--- src/erl_pkg.sv ---
// Purpose: shared constants for the event recovery limiter
// Assumes: 10 MHz system clock, Avalon-MM word registers at four times their index
// Notes:   indices are register numbers, byte address = index * 4
`default_nettype none

package erl_pkg;

  // ----------------------------------------------------------------------
  // sizes and timing
  // ----------------------------------------------------------------------
  localparam int ERL_N_EVT       = 8;
  localparam int ERL_LIMIT_W     = 16;
  localparam int ERL_ADDR_W      = 12;
  localparam int ERL_IDX_W       = 10;
  localparam int ERL_CLK_HZ      = 10_000_000;
  localparam int ERL_TICK_US     = 1000;
  localparam int ERL_TICK_CYCLES = ERL_TICK_US * (ERL_CLK_HZ / 1_000_000);

  // ----------------------------------------------------------------------
  // register indices
  // ----------------------------------------------------------------------
  localparam logic [9:0] ERL_IDX_ZERO_VEL    = 10'h30a;
  localparam logic [9:0] ERL_IDX_VEL_FOLLOW  = 10'h30b;
  localparam logic [9:0] ERL_IDX_POS_VEL_LIM = 10'h30c;
  localparam logic [9:0] ERL_IDX_NEG_VEL_LIM = 10'h30d;
  localparam logic [9:0] ERL_IDX_MAX_MEAS    = 10'h30e;
  localparam logic [9:0] ERL_IDX_MIN_MEAS    = 10'h30f;
  localparam logic [9:0] ERL_IDX_AT_HOME     = 10'h310;
  localparam logic [9:0] ERL_IDX_POS_FOLLOW  = 10'h311;
  localparam logic [9:0] ERL_IDX_LIMIT [ERL_N_EVT] = '{
    ERL_IDX_ZERO_VEL, ERL_IDX_VEL_FOLLOW, ERL_IDX_POS_VEL_LIM, ERL_IDX_NEG_VEL_LIM,
    ERL_IDX_MAX_MEAS, ERL_IDX_MIN_MEAS, ERL_IDX_AT_HOME, ERL_IDX_POS_FOLLOW};
  localparam logic [9:0] ERL_IDX_ACTION      = 10'h300;
  localparam logic [9:0] ERL_IDX_TIMEOUT     = 10'h301;
  localparam logic [9:0] ERL_IDX_RECOVERY    = 10'h302;
  localparam logic [9:0] ERL_IDX_STATUS      = 10'h303;
  localparam logic [9:0] ERL_IDX_EVT_RESET   = 10'h304;
  localparam logic [9:0] ERL_IDX_COUNT0      = 10'h320;

  // ----------------------------------------------------------------------
  // reset values and field layout
  // ----------------------------------------------------------------------
  localparam logic [15:0] ERL_ACTION_RST   = 16'haaaa;
  localparam logic [15:0] ERL_TIMEOUT_RST  = 16'h000a;
  localparam logic [15:0] ERL_RECOVERY_RST = 16'h000a;
  localparam logic [15:0] ERL_LIMIT_RST    = 16'h0003;
  localparam int          ERL_ACT_W        = 2;
  localparam int          ERL_STAT_ACT_LSB = 8;

  typedef enum logic [1:0] {
    ERL_ACT_IGNORE  = 2'h0,
    ERL_ACT_REPORT  = 2'h1,
    ERL_ACT_DISABLE = 2'h2,
    ERL_ACT_DIS_ALT = 2'h3
  } erl_action_t;

endpackage : erl_pkg

`default_nettype wire

--- src/erl_event_unit.sv ---
// Purpose: recovery counting and latching for one supervised event
// Assumes: tick is a one-cycle pulse, event input synchronous
// Notes:   counter is private to this instance
`default_nettype none

module erl_event_unit
  import erl_pkg::*;
#(
  parameter int LW = ERL_LIMIT_W
)
(
  input  wire logic          sys_clk,
  input  wire logic          rst,
  input  wire logic          tick,
  input  wire logic          active,
  input  wire logic [LW-1:0] max_limit,
  input  wire logic [LW:0]   clear_len,
  input  wire logic          evt_reset,
  output logic               latched,
  output logic [LW-1:0]      rec_count
);

  logic          active_q;
  logic          armed;
  logic [LW:0]   clear_cnt;
  logic          occur;
  logic          recover;
  logic          latch_set;

  assign occur     = active & ~active_q;
  // compare with >= so a window shortened in mid-clear still ends the period
  assign recover   = ~active & armed & tick & (clear_cnt >= clear_len);
  assign latch_set = occur & (rec_count >= max_limit);

  // ----------------------------------------------------------------------
  // clear-time measurement
  // ----------------------------------------------------------------------
  always_ff @(posedge sys_clk)
  begin
    if (rst)
    begin
      active_q  <= 1'b0;
      armed     <= 1'b0;
      clear_cnt <= '0;
    end
    else
    begin
      active_q <= active;
      if (active)
      begin
        armed     <= 1'b1;
        clear_cnt <= '0;
      end
      else if (recover)
        armed <= 1'b0;
      else if (armed && tick)
        clear_cnt <= clear_cnt + (LW+1)'(1);
    end
  end

  // ----------------------------------------------------------------------
  // recovery counter and latch, set wins over reset
  // ----------------------------------------------------------------------
  always_ff @(posedge sys_clk)
  begin
    if (rst)
      rec_count <= '0;
    else if (recover && rec_count != '1)
      rec_count <= rec_count + LW'(1);
    else if (evt_reset)
      rec_count <= '0;
  end

  always_ff @(posedge sys_clk)
  begin
    if (rst)
      latched <= 1'b0;
    else if (latch_set)
      latched <= 1'b1;
    else if (evt_reset)
      latched <= 1'b0;
  end

  a_latch_on_limit: assert property (@(posedge sys_clk) disable iff (rst)
    occur && rec_count >= max_limit |=> latched)
    else $error("event did not latch at its limit");

  a_latch_holds: assert property (@(posedge sys_clk) disable iff (rst)
    latched && !evt_reset |=> latched)
    else $error("latched event released without reset");

  a_count_step: assert property (@(posedge sys_clk) disable iff (rst)
    recover && rec_count != '1 |=> rec_count == $past(rec_count) + LW'(1))
    else $error("recovery counter did not advance");

  a_count_own: assert property (@(posedge sys_clk) disable iff (rst)
    !recover && !evt_reset |=> $stable(rec_count))
    else $error("recovery counter moved without own cause");

  a_no_early_count: assert property (@(posedge sys_clk) disable iff (rst)
    active |=> !recover)
    else $error("recovery counted right after activity");

endmodule : erl_event_unit

`default_nettype wire

--- src/erl_limiter_top.sv ---
// Purpose: event recovery limiter with Avalon-MM register access
// Assumes: event inputs synchronous to sys_clk, one wait state per access
// Notes:   bridge may be enabled only when no event latched or disabling
`default_nettype none

module erl_limiter_top
  import erl_pkg::*;
#(
  parameter int N_EVT       = ERL_N_EVT,
  parameter int TICK_CYCLES = ERL_TICK_CYCLES
)
(
  input  wire logic                  sys_clk,
  input  wire logic                  rst,
  input  wire logic [ERL_ADDR_W-1:0] avs_address,
  input  wire logic                  avs_read,
  input  wire logic                  avs_write,
  input  wire logic [31:0]           avs_writedata,
  input  wire logic [3:0]            avs_byteenable,
  output logic      [31:0]           avs_readdata,
  output logic                       avs_waitrequest,
  input  wire logic [N_EVT-1:0]      event_active,
  input  wire logic                  bridge_enable_request,
  output logic                       bridge_enable,
  output logic      [N_EVT-1:0]      event_report,
  output logic      [N_EVT-1:0]      event_latched
);

  localparam int LW = ERL_LIMIT_W;

  generate
    if (N_EVT != ERL_N_EVT)
    begin : g_bad_n
      $error("erl_limiter_top: N_EVT must match the register map");
    end
    if (ERL_ACT_W * N_EVT > LW)
    begin : g_bad_act
      $error("erl_limiter_top: action and status fields must fit one register");
    end
  endgenerate

  // ----------------------------------------------------------------------
  // declarations
  // ----------------------------------------------------------------------
  logic [LW-1:0]          action_reg;
  logic [LW-1:0]          timeout_reg;
  logic [LW-1:0]          recovery_reg;
  logic [LW-1:0]          limit_reg [N_EVT];
  logic [LW-1:0]          rec_count [N_EVT];
  logic [N_EVT-1:0]       latched;
  logic [N_EVT-1:0]       disabling;
  logic [N_EVT-1:0]       reporting;
  logic [N_EVT-1:0]       evt_reset;
  logic [LW:0]            clear_len;
  logic                   tick;
  logic [ERL_IDX_W-1:0]   idx;
  logic                   wr_ok;
  logic [31:0]            next_readdata;

  assign idx       = avs_address[ERL_ADDR_W-1:2];
  assign wr_ok     = avs_write & ~avs_waitrequest;
  assign clear_len = {1'b0, timeout_reg} + {1'b0, recovery_reg};
  assign evt_reset = (wr_ok && idx == ERL_IDX_EVT_RESET && avs_byteenable[0])
                     ? avs_writedata[N_EVT-1:0] : '0;

  function automatic logic [LW-1:0] merge16(input logic [LW-1:0] old,
                                            input logic [31:0]   data,
                                            input logic [3:0]    be);
    logic [LW-1:0] res;
    res       = old;
    if (be[0])
      res[7:0]  = data[7:0];
    if (be[1])
      res[15:8] = data[15:8];
    return res;
  endfunction : merge16

  // ----------------------------------------------------------------------
  // Avalon-MM slave: one wait state, then answer
  // ----------------------------------------------------------------------
  always_ff @(posedge sys_clk)
  begin
    if (rst)
      avs_waitrequest <= 1'b1;
    else if ((avs_read || avs_write) && avs_waitrequest)
      avs_waitrequest <= 1'b0;
    else
      avs_waitrequest <= 1'b1;
  end

  always_comb
  begin
    next_readdata = '0;
    if (idx == ERL_IDX_ACTION)
      next_readdata[LW-1:0] = action_reg;
    else if (idx == ERL_IDX_TIMEOUT)
      next_readdata[LW-1:0] = timeout_reg;
    else if (idx == ERL_IDX_RECOVERY)
      next_readdata[LW-1:0] = recovery_reg;
    else if (idx == ERL_IDX_STATUS)
      next_readdata[LW-1:0] = {event_active, latched};
    for (int i = 0; i < N_EVT; i++)
    begin
      if (idx == ERL_IDX_LIMIT[i])
        next_readdata[LW-1:0] = limit_reg[i];
      if (idx == ERL_IDX_COUNT0 + ERL_IDX_W'(i))
        next_readdata[LW-1:0] = rec_count[i];
    end
  end

  always_ff @(posedge sys_clk)
  begin
    if (rst)
      avs_readdata <= '0;
    else if (avs_read && avs_waitrequest)
      avs_readdata <= next_readdata;
    else
      avs_readdata <= '0;
  end

  // ----------------------------------------------------------------------
  // configuration registers
  // ----------------------------------------------------------------------
  always_ff @(posedge sys_clk)
  begin
    if (rst)
    begin
      action_reg   <= ERL_ACTION_RST;
      timeout_reg  <= ERL_TIMEOUT_RST;
      recovery_reg <= ERL_RECOVERY_RST;
    end
    else if (wr_ok)
    begin
      if (idx == ERL_IDX_ACTION)
        action_reg <= merge16(action_reg, avs_writedata, avs_byteenable);
      if (idx == ERL_IDX_TIMEOUT)
        timeout_reg <= merge16(timeout_reg, avs_writedata, avs_byteenable);
      if (idx == ERL_IDX_RECOVERY)
        recovery_reg <= merge16(recovery_reg, avs_writedata, avs_byteenable);
    end
  end

  always_ff @(posedge sys_clk)
  begin
    if (rst)
    begin
      for (int i = 0; i < N_EVT; i++)
        limit_reg[i] <= ERL_LIMIT_RST;
    end
    else if (wr_ok)
    begin
      for (int i = 0; i < N_EVT; i++)
        if (idx == ERL_IDX_LIMIT[i])
          limit_reg[i] <= merge16(limit_reg[i], avs_writedata, avs_byteenable);
    end
  end

  // ----------------------------------------------------------------------
  // timebase and per-event supervision
  // ----------------------------------------------------------------------
  erl_tick_gen #(
    .TICK_CYCLES (TICK_CYCLES)
  ) u_tick (
    .sys_clk (sys_clk),
    .rst     (rst),
    .tick    (tick)
  );

  genvar g;
  generate
    for (g = 0; g < N_EVT; g++)
    begin : g_evt
      erl_event_unit #(
        .LW (LW)
      ) u_unit (
        .sys_clk   (sys_clk),
        .rst       (rst),
        .tick      (tick),
        .active    (event_active[g]),
        .max_limit (limit_reg[g]),
        .clear_len (clear_len),
        .evt_reset (evt_reset[g]),
        .latched   (latched[g]),
        .rec_count (rec_count[g])
      );
      // action decode
      assign disabling[g] = event_active[g] & action_reg[ERL_ACT_W*g+1];
      assign reporting[g] = event_active[g] &
                            (action_reg[ERL_ACT_W*g +: ERL_ACT_W] != ERL_ACT_IGNORE);
    end
  endgenerate

  // ----------------------------------------------------------------------
  // outputs
  // ----------------------------------------------------------------------
  always_ff @(posedge sys_clk)
  begin
    if (rst)
    begin
      bridge_enable <= 1'b0;
      event_report  <= '0;
      event_latched <= '0;
    end
    else
    begin
      bridge_enable <= bridge_enable_request & ~|latched & ~|disabling;
      event_report  <= reporting;
      event_latched <= latched;
    end
  end

  // ----------------------------------------------------------------------
  // checks
  // ----------------------------------------------------------------------
  a_bridge_latch_off: assert property (@(posedge sys_clk) disable iff (rst)
    |latched |=> !bridge_enable)
    else $error("bridge enabled while an event is latched");

  a_action_disable: assert property (@(posedge sys_clk) disable iff (rst)
    event_active[0] && action_reg[1] |=> !bridge_enable)
    else $error("disable action did not stop the bridge");

  a_action_report: assert property (@(posedge sys_clk) disable iff (rst)
    event_active[1] && action_reg[3:2] != ERL_ACT_IGNORE |=> event_report[1])
    else $error("report action missing");

  a_limit_write: assert property (@(posedge sys_clk) disable iff (rst)
    wr_ok && idx == ERL_IDX_ZERO_VEL && avs_byteenable[1:0] == 2'h3
    |=> limit_reg[0] == $past(avs_writedata[15:0]))
    else $error("limit write lost");

  a_limit_readback: assert property (@(posedge sys_clk) disable iff (rst)
    avs_read && avs_waitrequest && idx == ERL_IDX_POS_FOLLOW
    |=> avs_readdata[15:0] == limit_reg[7] && avs_readdata[31:16] == 16'h0000)
    else $error("limit readback wrong");

  a_wait_one: assert property (@(posedge sys_clk) disable iff (rst)
    (avs_read || avs_write) && avs_waitrequest |=> !avs_waitrequest ##1 avs_waitrequest)
    else $error("slave answer not one wait state");

  a_reset_release: assert property (@(posedge sys_clk) disable iff (rst)
    evt_reset[5] && !event_active[5] && latched[5] |=> !latched[5])
    else $error("event reset did not release latch");

  a_counter_isolated: assert property (@(posedge sys_clk) disable iff (rst)
    evt_reset == 8'h01 |=> rec_count[1] >= $past(rec_count[1]))
    else $error("reset of one event touched another counter");

  // ----------------------------------------------------------------------
  // bridge, action, latch, counter and bus checks
  // ----------------------------------------------------------------------
  a_bridge_needs_req: assert property (@(posedge sys_clk) disable iff (rst)
    !bridge_enable_request |=> !bridge_enable)
    else $error("bridge enabled without a request");

  a_report_ignore: assert property (@(posedge sys_clk) disable iff (rst)
    event_active[0] && action_reg[1:0] == ERL_ACT_IGNORE |=> !event_report[0])
    else $error("ignored event was reported");

  a_disable_alt: assert property (@(posedge sys_clk) disable iff (rst)
    event_active[3] && action_reg[7:6] == ERL_ACT_DIS_ALT |=> !bridge_enable)
    else $error("alternate disable action did not stop the bridge");

  a_latched_mirror: assert property (@(posedge sys_clk) disable iff (rst)
    1'b1 |=> event_latched == $past(latched))
    else $error("latched output does not follow the latches");

  a_reset_clears_count: assert property (@(posedge sys_clk) disable iff (rst)
    evt_reset[0] && !g_evt[0].u_unit.recover |=> rec_count[0] == '0)
    else $error("event reset did not clear its counter");

  a_read_idle_zero: assert property (@(posedge sys_clk) disable iff (rst)
    !avs_waitrequest |=> avs_readdata == '0)
    else $error("read data not cleared after the answer");

  a_write_needs_wait: assert property (@(posedge sys_clk) disable iff (rst)
    avs_waitrequest |=> $stable(action_reg))
    else $error("register written before the answer cycle");

  a_status_read: assert property (@(posedge sys_clk) disable iff (rst)
    avs_read && avs_waitrequest && idx == ERL_IDX_STATUS
    |=> avs_readdata[LW-1:0] == {$past(event_active), $past(latched)})
    else $error("status readback wrong");

  a_wait_idle: assert property (@(posedge sys_clk) disable iff (rst)
    !avs_read && !avs_write |=> avs_waitrequest)
    else $error("waitrequest low without a request");

  c_latch: cover property (@(posedge sys_clk) disable iff (rst) $rose(latched[0]));
  c_recover: cover property (@(posedge sys_clk) disable iff (rst)
    rec_count[0] != $past(rec_count[0]) && rec_count[0] != '0);
  c_reenable: cover property (@(posedge sys_clk) disable iff (rst)
    $fell(event_latched[0]) ##[1:4] bridge_enable);
  c_count_reset: cover property (@(posedge sys_clk) disable iff (rst)
    evt_reset[5] && rec_count[5] != '0);
  c_bridge_held: cover property (@(posedge sys_clk) disable iff (rst)
    bridge_enable_request && |latched && !bridge_enable);

endmodule : erl_limiter_top

`default_nettype wire

--- src/erl_tick_gen.sv ---
// Purpose: one-cycle timebase pulse for the recovery timers
// Assumes: single clock, synchronous active-high reset
// Notes:   period is a parameter so a bench can shorten it
`default_nettype none

module erl_tick_gen
  import erl_pkg::*;
#(
  parameter int TICK_CYCLES = ERL_TICK_CYCLES
)
(
  input  wire logic sys_clk,
  input  wire logic rst,
  output logic      tick
);

  localparam int CW = $clog2(TICK_CYCLES + 1);

  generate
    if (TICK_CYCLES < 1)
    begin : g_bad
      $error("erl_tick_gen: TICK_CYCLES must be at least 1");
    end
  endgenerate

  logic [CW-1:0] div_cnt;

  always_ff @(posedge sys_clk)
  begin
    if (rst)
    begin
      div_cnt <= '0;
      tick    <= 1'b0;
    end
    else if (div_cnt == CW'(TICK_CYCLES - 1))
    begin
      div_cnt <= '0;
      tick    <= 1'b1;
    end
    else
    begin
      div_cnt <= div_cnt + CW'(1);
      tick    <= 1'b0;
    end
  end

endmodule : erl_tick_gen

`default_nettype wire

--- config.mk ---
export PLATFORM = sky130hd
export DESIGN_NAME = erl_limiter_top
export DESIGN_NICKNAME = d
export VERILOG_FILES = /design/src/erl_pkg.sv /design/src/erl_event_unit.sv /design/src/erl_limiter_top.sv /design/src/erl_tick_gen.sv
export SDC_FILE = /design/constraint.sdc
export NUM_CORES = 1
export LEC_CHECK = 0
export BUFFER_PORTS_ARGS = -buffer_cell sky130_fd_sc_hd__buf_2
export CORE_MARGIN = 5
export CORE_UTILIZATION = 40
export CTS_BUF_LIST = sky130_fd_sc_hd__clkbuf_8
export DETAILED_ROUTE_END_ITERATION = 7
export GPL_TIMING_DRIVEN = 0
export HOLD_SLACK_MARGIN = 0.02
export PLACE_DENSITY = 0.6
export SLEW_MARGIN = 20
export SYNTH_ARGS = -nofsm -noshare
export SYNTH_HDL_FRONTEND = slang
export SYNTH_SLANG_ARGS = --single-unit
--- constraint.sdc ---
create_clock -name sys_clk -period 7.1 [get_ports sys_clk]
set_clock_uncertainty 0.15 [all_clocks]
set_input_delay 1.42 -clock sys_clk [delete_from_list [all_inputs] [get_ports sys_clk]]
set_output_delay 1.42 -clock sys_clk [all_outputs]
set_load 0.05 [all_outputs]
Word level (Yosys, flattened, before mapping) --
Memory sizes are Yosys's and may differ from the RTL's. Index checks and enable logic that the tools add are counted.
Storage, ports and cells: logic and storage cells 470, bits of input ports 61, RAM bits 128, memories 1, output and inout bits 50, flip-flop bits (word level) 401
Operators by class: eq/ne operators 30, $lt $le $gt $ge 16, multiplexer cells 177, bitwise operators 93, $add $sub $neg 18, reductions and logical operators 81
Memory list:
- limit_reg | words 8, bits a word 16, rd ports 8, clocked after memory_dff 0, write ports 8, line erl_limiter_top.sv:48 | logic [LW-1:0] limit_reg [N_EVT];
Operators by type and width (number):
- 16-bit two-way mux | 44
- 8-bit two-way mux | 65
- 10-bit == test, second input constant | 21
- 17-bit by 1-bit adder with 17-bit output, second input constant | 8
- 17-bit greater-or-equal comparator | 8
- 16-bit by 1-bit adder with 16-bit output, second input constant | 8
- 16-bit greater-or-equal comparator | 8
- 16-bit != test, second input constant | 8
- 1-bit two-way mux | 68
- 2-bit nonzero test | 32
- 1-bit bitwise AND | 59
- 1-bit NOT | 26
- 1-bit logical AND | 20
- 2-bit OR reduction | 10
- 3-bit AND reduction | 6
- 16-bit by 16-bit adder with 17-bit output | 1
- 2-bit AND reduction | 8
- 8-bit OR reduction | 2
- 14-bit by 1-bit adder with 14-bit output, second input constant | 1
- 14-bit == test, second input constant | 1
- 1-bit OR | 8
- 1-bit zero test | 2
- 1-bit logical OR | 1

Logic depth before layout (Yosys ltp) --
depth after elaboration 21, gate-level depth with buffers 24

Cells and area by module --
From an unflattened synthesis, not the netlist that was laid out.
Second synthesis, totals: cell total of the unflattened synthesis 3772, area, all modules 32536.2 µm²
By module, submodules not included:
- erl_event_unit | cells each 325, times used 8, area an instance 2617.5 µm²
- erl_limiter_top | cells each 1102, times used 1, area an instance 10966.8 µm²
- erl_tick_gen | cells each 70, times used 1, area an instance 629.4 µm²

Worst setup path after synthesis --
OpenSTA, ideal clock, no wires.
path kind reg2reg, start reg timeout_reg[0], end reg g_evt[2].u_unit.clear_cnt[12], setup slack 2.148 ns, arrival time 4.741 ns, path buffers 1, cell stages (with the launch flop) 24, path through dfxtp_1 > ha_1 > inv_1 > fa_1 > nor2b_1 > o31a_1 > o21a_1 > o21a_1 > o2111ai_1 > nand4_1 > o211ai_1 > o21a_1 > xor2_1 > ha_1 > nand2_1 > nor3_1 > a221oi_1 > nor3_1 > nor2_1 > nand2_2 > or4_4 > buf_6 > or4_1 > nand2_1
Between the ends: cells in the longest elaborated chain, start to end 5
Ends and longest elaborated chain:
- start, declared | line erl_limiter_top.sv:46 | logic [LW-1:0] timeout_reg;
- start signal, assigned | line erl_limiter_top.sv:137 | timeout_reg <= merge16(timeout_reg, avs_writedata, avs_byteenable);
- 16-bit by 16-bit adder with 17-bit output | line erl_limiter_top.sv:62 | assign clear_len = {1'b0, timeout_reg} + {1'b0, recovery_reg};
- 17-bit greater-or-equal comparator | line erl_event_unit.sv:32 | assign recover = ~active & armed & tick & (clear_cnt >= clear_len);
- 1-bit bitwise AND | line erl_event_unit.sv:32
- 1-bit NOT (no source line)
- 2-bit AND reduction (no source line)
- end signal, assigned | line erl_event_unit.sv:57 | clear_cnt <= clear_cnt + (LW+1)'(1);
- end, declared | line erl_event_unit.sv:25 | logic [LW:0] clear_cnt;
No other way between the ends. A chain may end at the register's enable or synchronous reset.

Worst setup path in the final report --
start reg timeout_reg[0], end reg g_evt[3].u_unit.rec_count[15]
Between the ends: cells in the longest elaborated chain, start to end 5, elaborated cells between the ends (all ways) 6, those cells by class add/sub (1); order compare (1); mux (1); bitwise (1); reduce/logical (2)
Ends and longest elaborated chain:
- 16-bit by 16-bit adder with 17-bit output (*) | line erl_limiter_top.sv:62
- 17-bit greater-or-equal comparator (*) | line erl_event_unit.sv:32
- 1-bit bitwise AND (*) | line erl_event_unit.sv:32
- 1-bit logical AND (*) | line erl_event_unit.sv:68 | else if (recover && rec_count != '1)
- 16-bit two-way mux or 2-bit nonzero test (tied branches)
- end signal, assigned | line erl_event_unit.sv:69 | rec_count <= rec_count + LW'(1);
- end, declared | line erl_event_unit.sv:20 | output logic [LW-1:0] rec_count
Mark *: on every way between the ends. The rest lies on a longest branch, timed or not.

==> out/results.ini <==
[route]
first_pass_iters=6
drc_errors=0
wirelength_met1_um=46300
top_layer_used=met5
routed_via_density=5.803
drt-wirelength-per-cell_um=22.44
wl_um=107300
wl_met2_um=46560
wl_met3_um=9418
vias=27750
ant_nets=0
drt_iter0_drc=2818

[sta]
fin_setup_tns_ns=0
fin_crit_sh_pct=90.80
hold_violations=0
tightest_slew_ns=1.258
period_minus_slack_ns=6.447
fmaxAchievable_ghz=0.1551
setup_violations=0
rsz0062_at_grt=no
final_max_slew_viol_count=0
timing.slew.headroom_pct=16.14

[cells_and_area]
final_common_cell=dfxtp_1
nNetsFinal=4028
ff_latch_area_um2=11550
syn_to_final_growth_pct=12.09
fin_area_um2=34370
fill_cells=7461
drive_gt1_share_pct=8.298
multi_input_area_um2=17970
largest_reg_flops=136
final_cell_mix=385 x dfxtp_1, 350 x nor2_1, 297 x ha_1

[clocking]
ctsResizeCount=0
cts-root-buf=clkbuf_8
cts_buffers=95
ctsHoldBuffers=0
cts_buffer_depth=3
path_clk_slew_ns=0.06
h-tree-depth=3
tritoncts=yes
postCtsSetupBuffers=0
cts_sinks=513
clkLatencyLatePin_ns=0.73

[critical_path]
worstSetupStartpointType=register
reg2reg_depth=24
path_max_fanout=10
startpoint=timeout_reg[0]
rrSetupSlack_ns=0.65
endpoint_kind=register
cp_data_arrival_time_ns=6.83
r2r_start=timeout_reg[0]
crit_type=reg2reg
critPathRequiredTime_ns=7.48
r2r_end=g_evt[3].u_unit.rec_count[15]

[pwr]
clkPwrFrac_pct=44.7
p_total_mw=6.132
leakagePower_nw=14.30
peakVddDrop_mv=0.1321
switchingPower_mw=1.626
comb_power_share_pct=5.3
seqPwrFrac_pct=50.0
p_int_mw=4.506
switching_share_pct=26.52
p_per_area_nw_per_um2=178.4

[place]
port_buffers=72
post_dp_cell_area_um2=32570
gp_congestion=0.9702
dp_hpwl_um=80070

[synth]
synth-seq-cells=513
synth_edf_count=128
synth_cell_types=91
ys_seq_area_share_pct=37.67
yosys_warnings=0
syn-cell-area_um2=30660
async_flop_share_pct=0
synthCells=3477
synth-main-ff-cell=dfxtp_1
synth.avg_cell_area_um2=8.819

[worst_hold_path]
hold_path.class=reg2reg
min_to=g_evt[5].u_unit.latched
hp-start=g_evt[5].u_unit.active_q
holdPathStages=1

[job]
max-cap-violations=0

[global_route]
track_usage_pct=25.07
grt_pass1_wl_um=158900
first_global_vias=25360
antenna_found_initial=10
grt_overflow=0
grt_max_degree=14

[floorplanning]
core_area_um2=75950
die-area_um2=82300
start_util_pct=40.37
io_pins=111
die_x_um=286.9
die_h_um=286.9
rows=101

[run_status]
status=complete, no violations

cells in the mapped netlist (11+ instances only):
library cell | n | area (um^2)
or2_2 | 15 | 93.84
a21o_1 | 64 | 480.5
a222oi_1 | 15 | 150.1
inv_1 | 182 | 683.2
mux2i_1 | 50 | 500.5
o21a_1 | 28 | 210.2
nand3_1 | 124 | 620.6
edfxtp_1 | 128 | 3844
clkbuf_1 | 104 | 390.4
buf_4 | 16 | 120.1
a22o_1 | 13 | 113.9
o221ai_1 | 21 | 183.9
o41ai_1 | 14 | 122.6
nor2_1 | 350 | 1314
o21ai_1 | 18 | 90.09
xor2_1 | 85 | 744.5
a211oi_1 | 27 | 202.7
nand2_1 | 267 | 1002
nor4_1 | 20 | 125.1
o211ai_1 | 18 | 135.1
nor2b_1 | 68 | 425.4
and3_1 | 91 | 569.3
buf_2 | 12 | 60.06
dfxtp_1 | 385 | 7707
o21ai_0 | 207 | 1036
xnor2_1 | 52 | 455.4
nand4_1 | 83 | 519.3
nand2b_1 | 45 | 281.5
nand3b_1 | 14 | 105.1
a21oi_1 | 157 | 785.8
nor3_1 | 67 | 335.3
a31oi_1 | 30 | 187.7
ha_1 | 297 | 3716
a221o_1 | 14 | 140.1
and2_1 | 94 | 588.1
mux4_2 | 14 | 315.3
a22oi_1 | 33 | 247.7
or4_1 | 12 | 90.09
a221oi_1 | 24 | 210.2
o31ai_1 | 19 | 142.6
and4_1 | 11 | 96.34
or3_1 | 47 | 294.0
worst max path at each step:
stage	end	cells after the start
after CTS	g_evt[3].u_unit.rec_count[7]	24
after detailed placement	g_evt[3].u_unit.rec_count[7]	24
final	g_evt[3].u_unit.rec_count[15]	24
after global placement	g_evt[3].u_unit.rec_count[15]	22
after global routing	g_evt[3].u_unit.rec_count[7]	24
after floorplan	g_evt[2].u_unit.clear_cnt[12]	23
stage by stage:
step / util (%) / setup slack [ns] / cells / hold WS (ns)
floorplan: - / 2.148 / 3492 / 0.2460
global placement: 42.62 / 0.1190 / 4594 / 0.2651
detailed placement: 42.88 / 0.8212 / 4602 / 0.2736
CTS: 45.24 / 0.7421 / 4778 / 0.2788
global route: 45.25 / 0.3298 / 4779 / 0.2946
finish: 45.25 / 0.6531 / 4781 / 0.2798
layout make-up:
cell class / instances / area share, %
multi-input combinational: 2653 / 52.28
sequential: 513 / 33.61
clock buffer: 108 / 4.325
tap: 1030 / 3.750
inverter: 182 / 1.988
buffer: 144 / 1.827
timing repair buffer: 80 / 1.311
clock inverter: 68 / 0.8955
antenna: 3 / 0.02184
logic make-up after synthesis:
family | after synthesis | synth area share, %
DFF | 513 | 37.67
adders and majority gates | 298 | 12.18
other | 1 | 0.01223
muxes | 66 | 2.734
and+or+nand+nor | 1349 | 22.24
buffers and inverters | 326 | 4.264
AOI/OAI and AO/OA | 787 | 16.99
xor gates and xnor gates | 137 | 3.913
routing by layer:
layer  track usage (%)  vias up
met5                 0        -
met4             9.951        4
met3             5.099      294
met2             38.59     1188
met1             34.64    13180
li1                  -    13080
power by group through the flow:
stage	registers [mW]	logic, mW	clock network, mW
6_report	3.06	0.325	2.74
3_5_place_dp	3.12	0.316	0
5_1_grt	3.07	0.341	2.93
4_1_cts	3.06	0.317	2.79
2_1_floorplan	3.12	0.169	0
3_3_place_gp	3.12	0.314	0
critical path, cell delays in order, from the launching register on:
cell       delay (ns)
dfxtp_1          0.33
ha_1             0.24
inv_1            0.08
fa_1             0.23
nor2b_1          0.07
o31a_1           0.26
o21a_1           0.19
o21a_1           0.20
o2111ai_1        0.22
nand4_1          0.12
o211ai_1         0.20
o21a_1           0.25
xor2_2           0.68
ha_1             0.39
nand4_1          0.20
nor3_1           0.09
a21oi_1          0.15
a21oi_1          0.14
o311ai_4         0.71
a31o_2           0.25
clkbuf_1         0.32
clkbuf_1         0.42
a31oi_1          0.07
o21ai_0          0.19
a21oi_1          0.08
No activity file was read; power rests on OpenSTA's default activity.
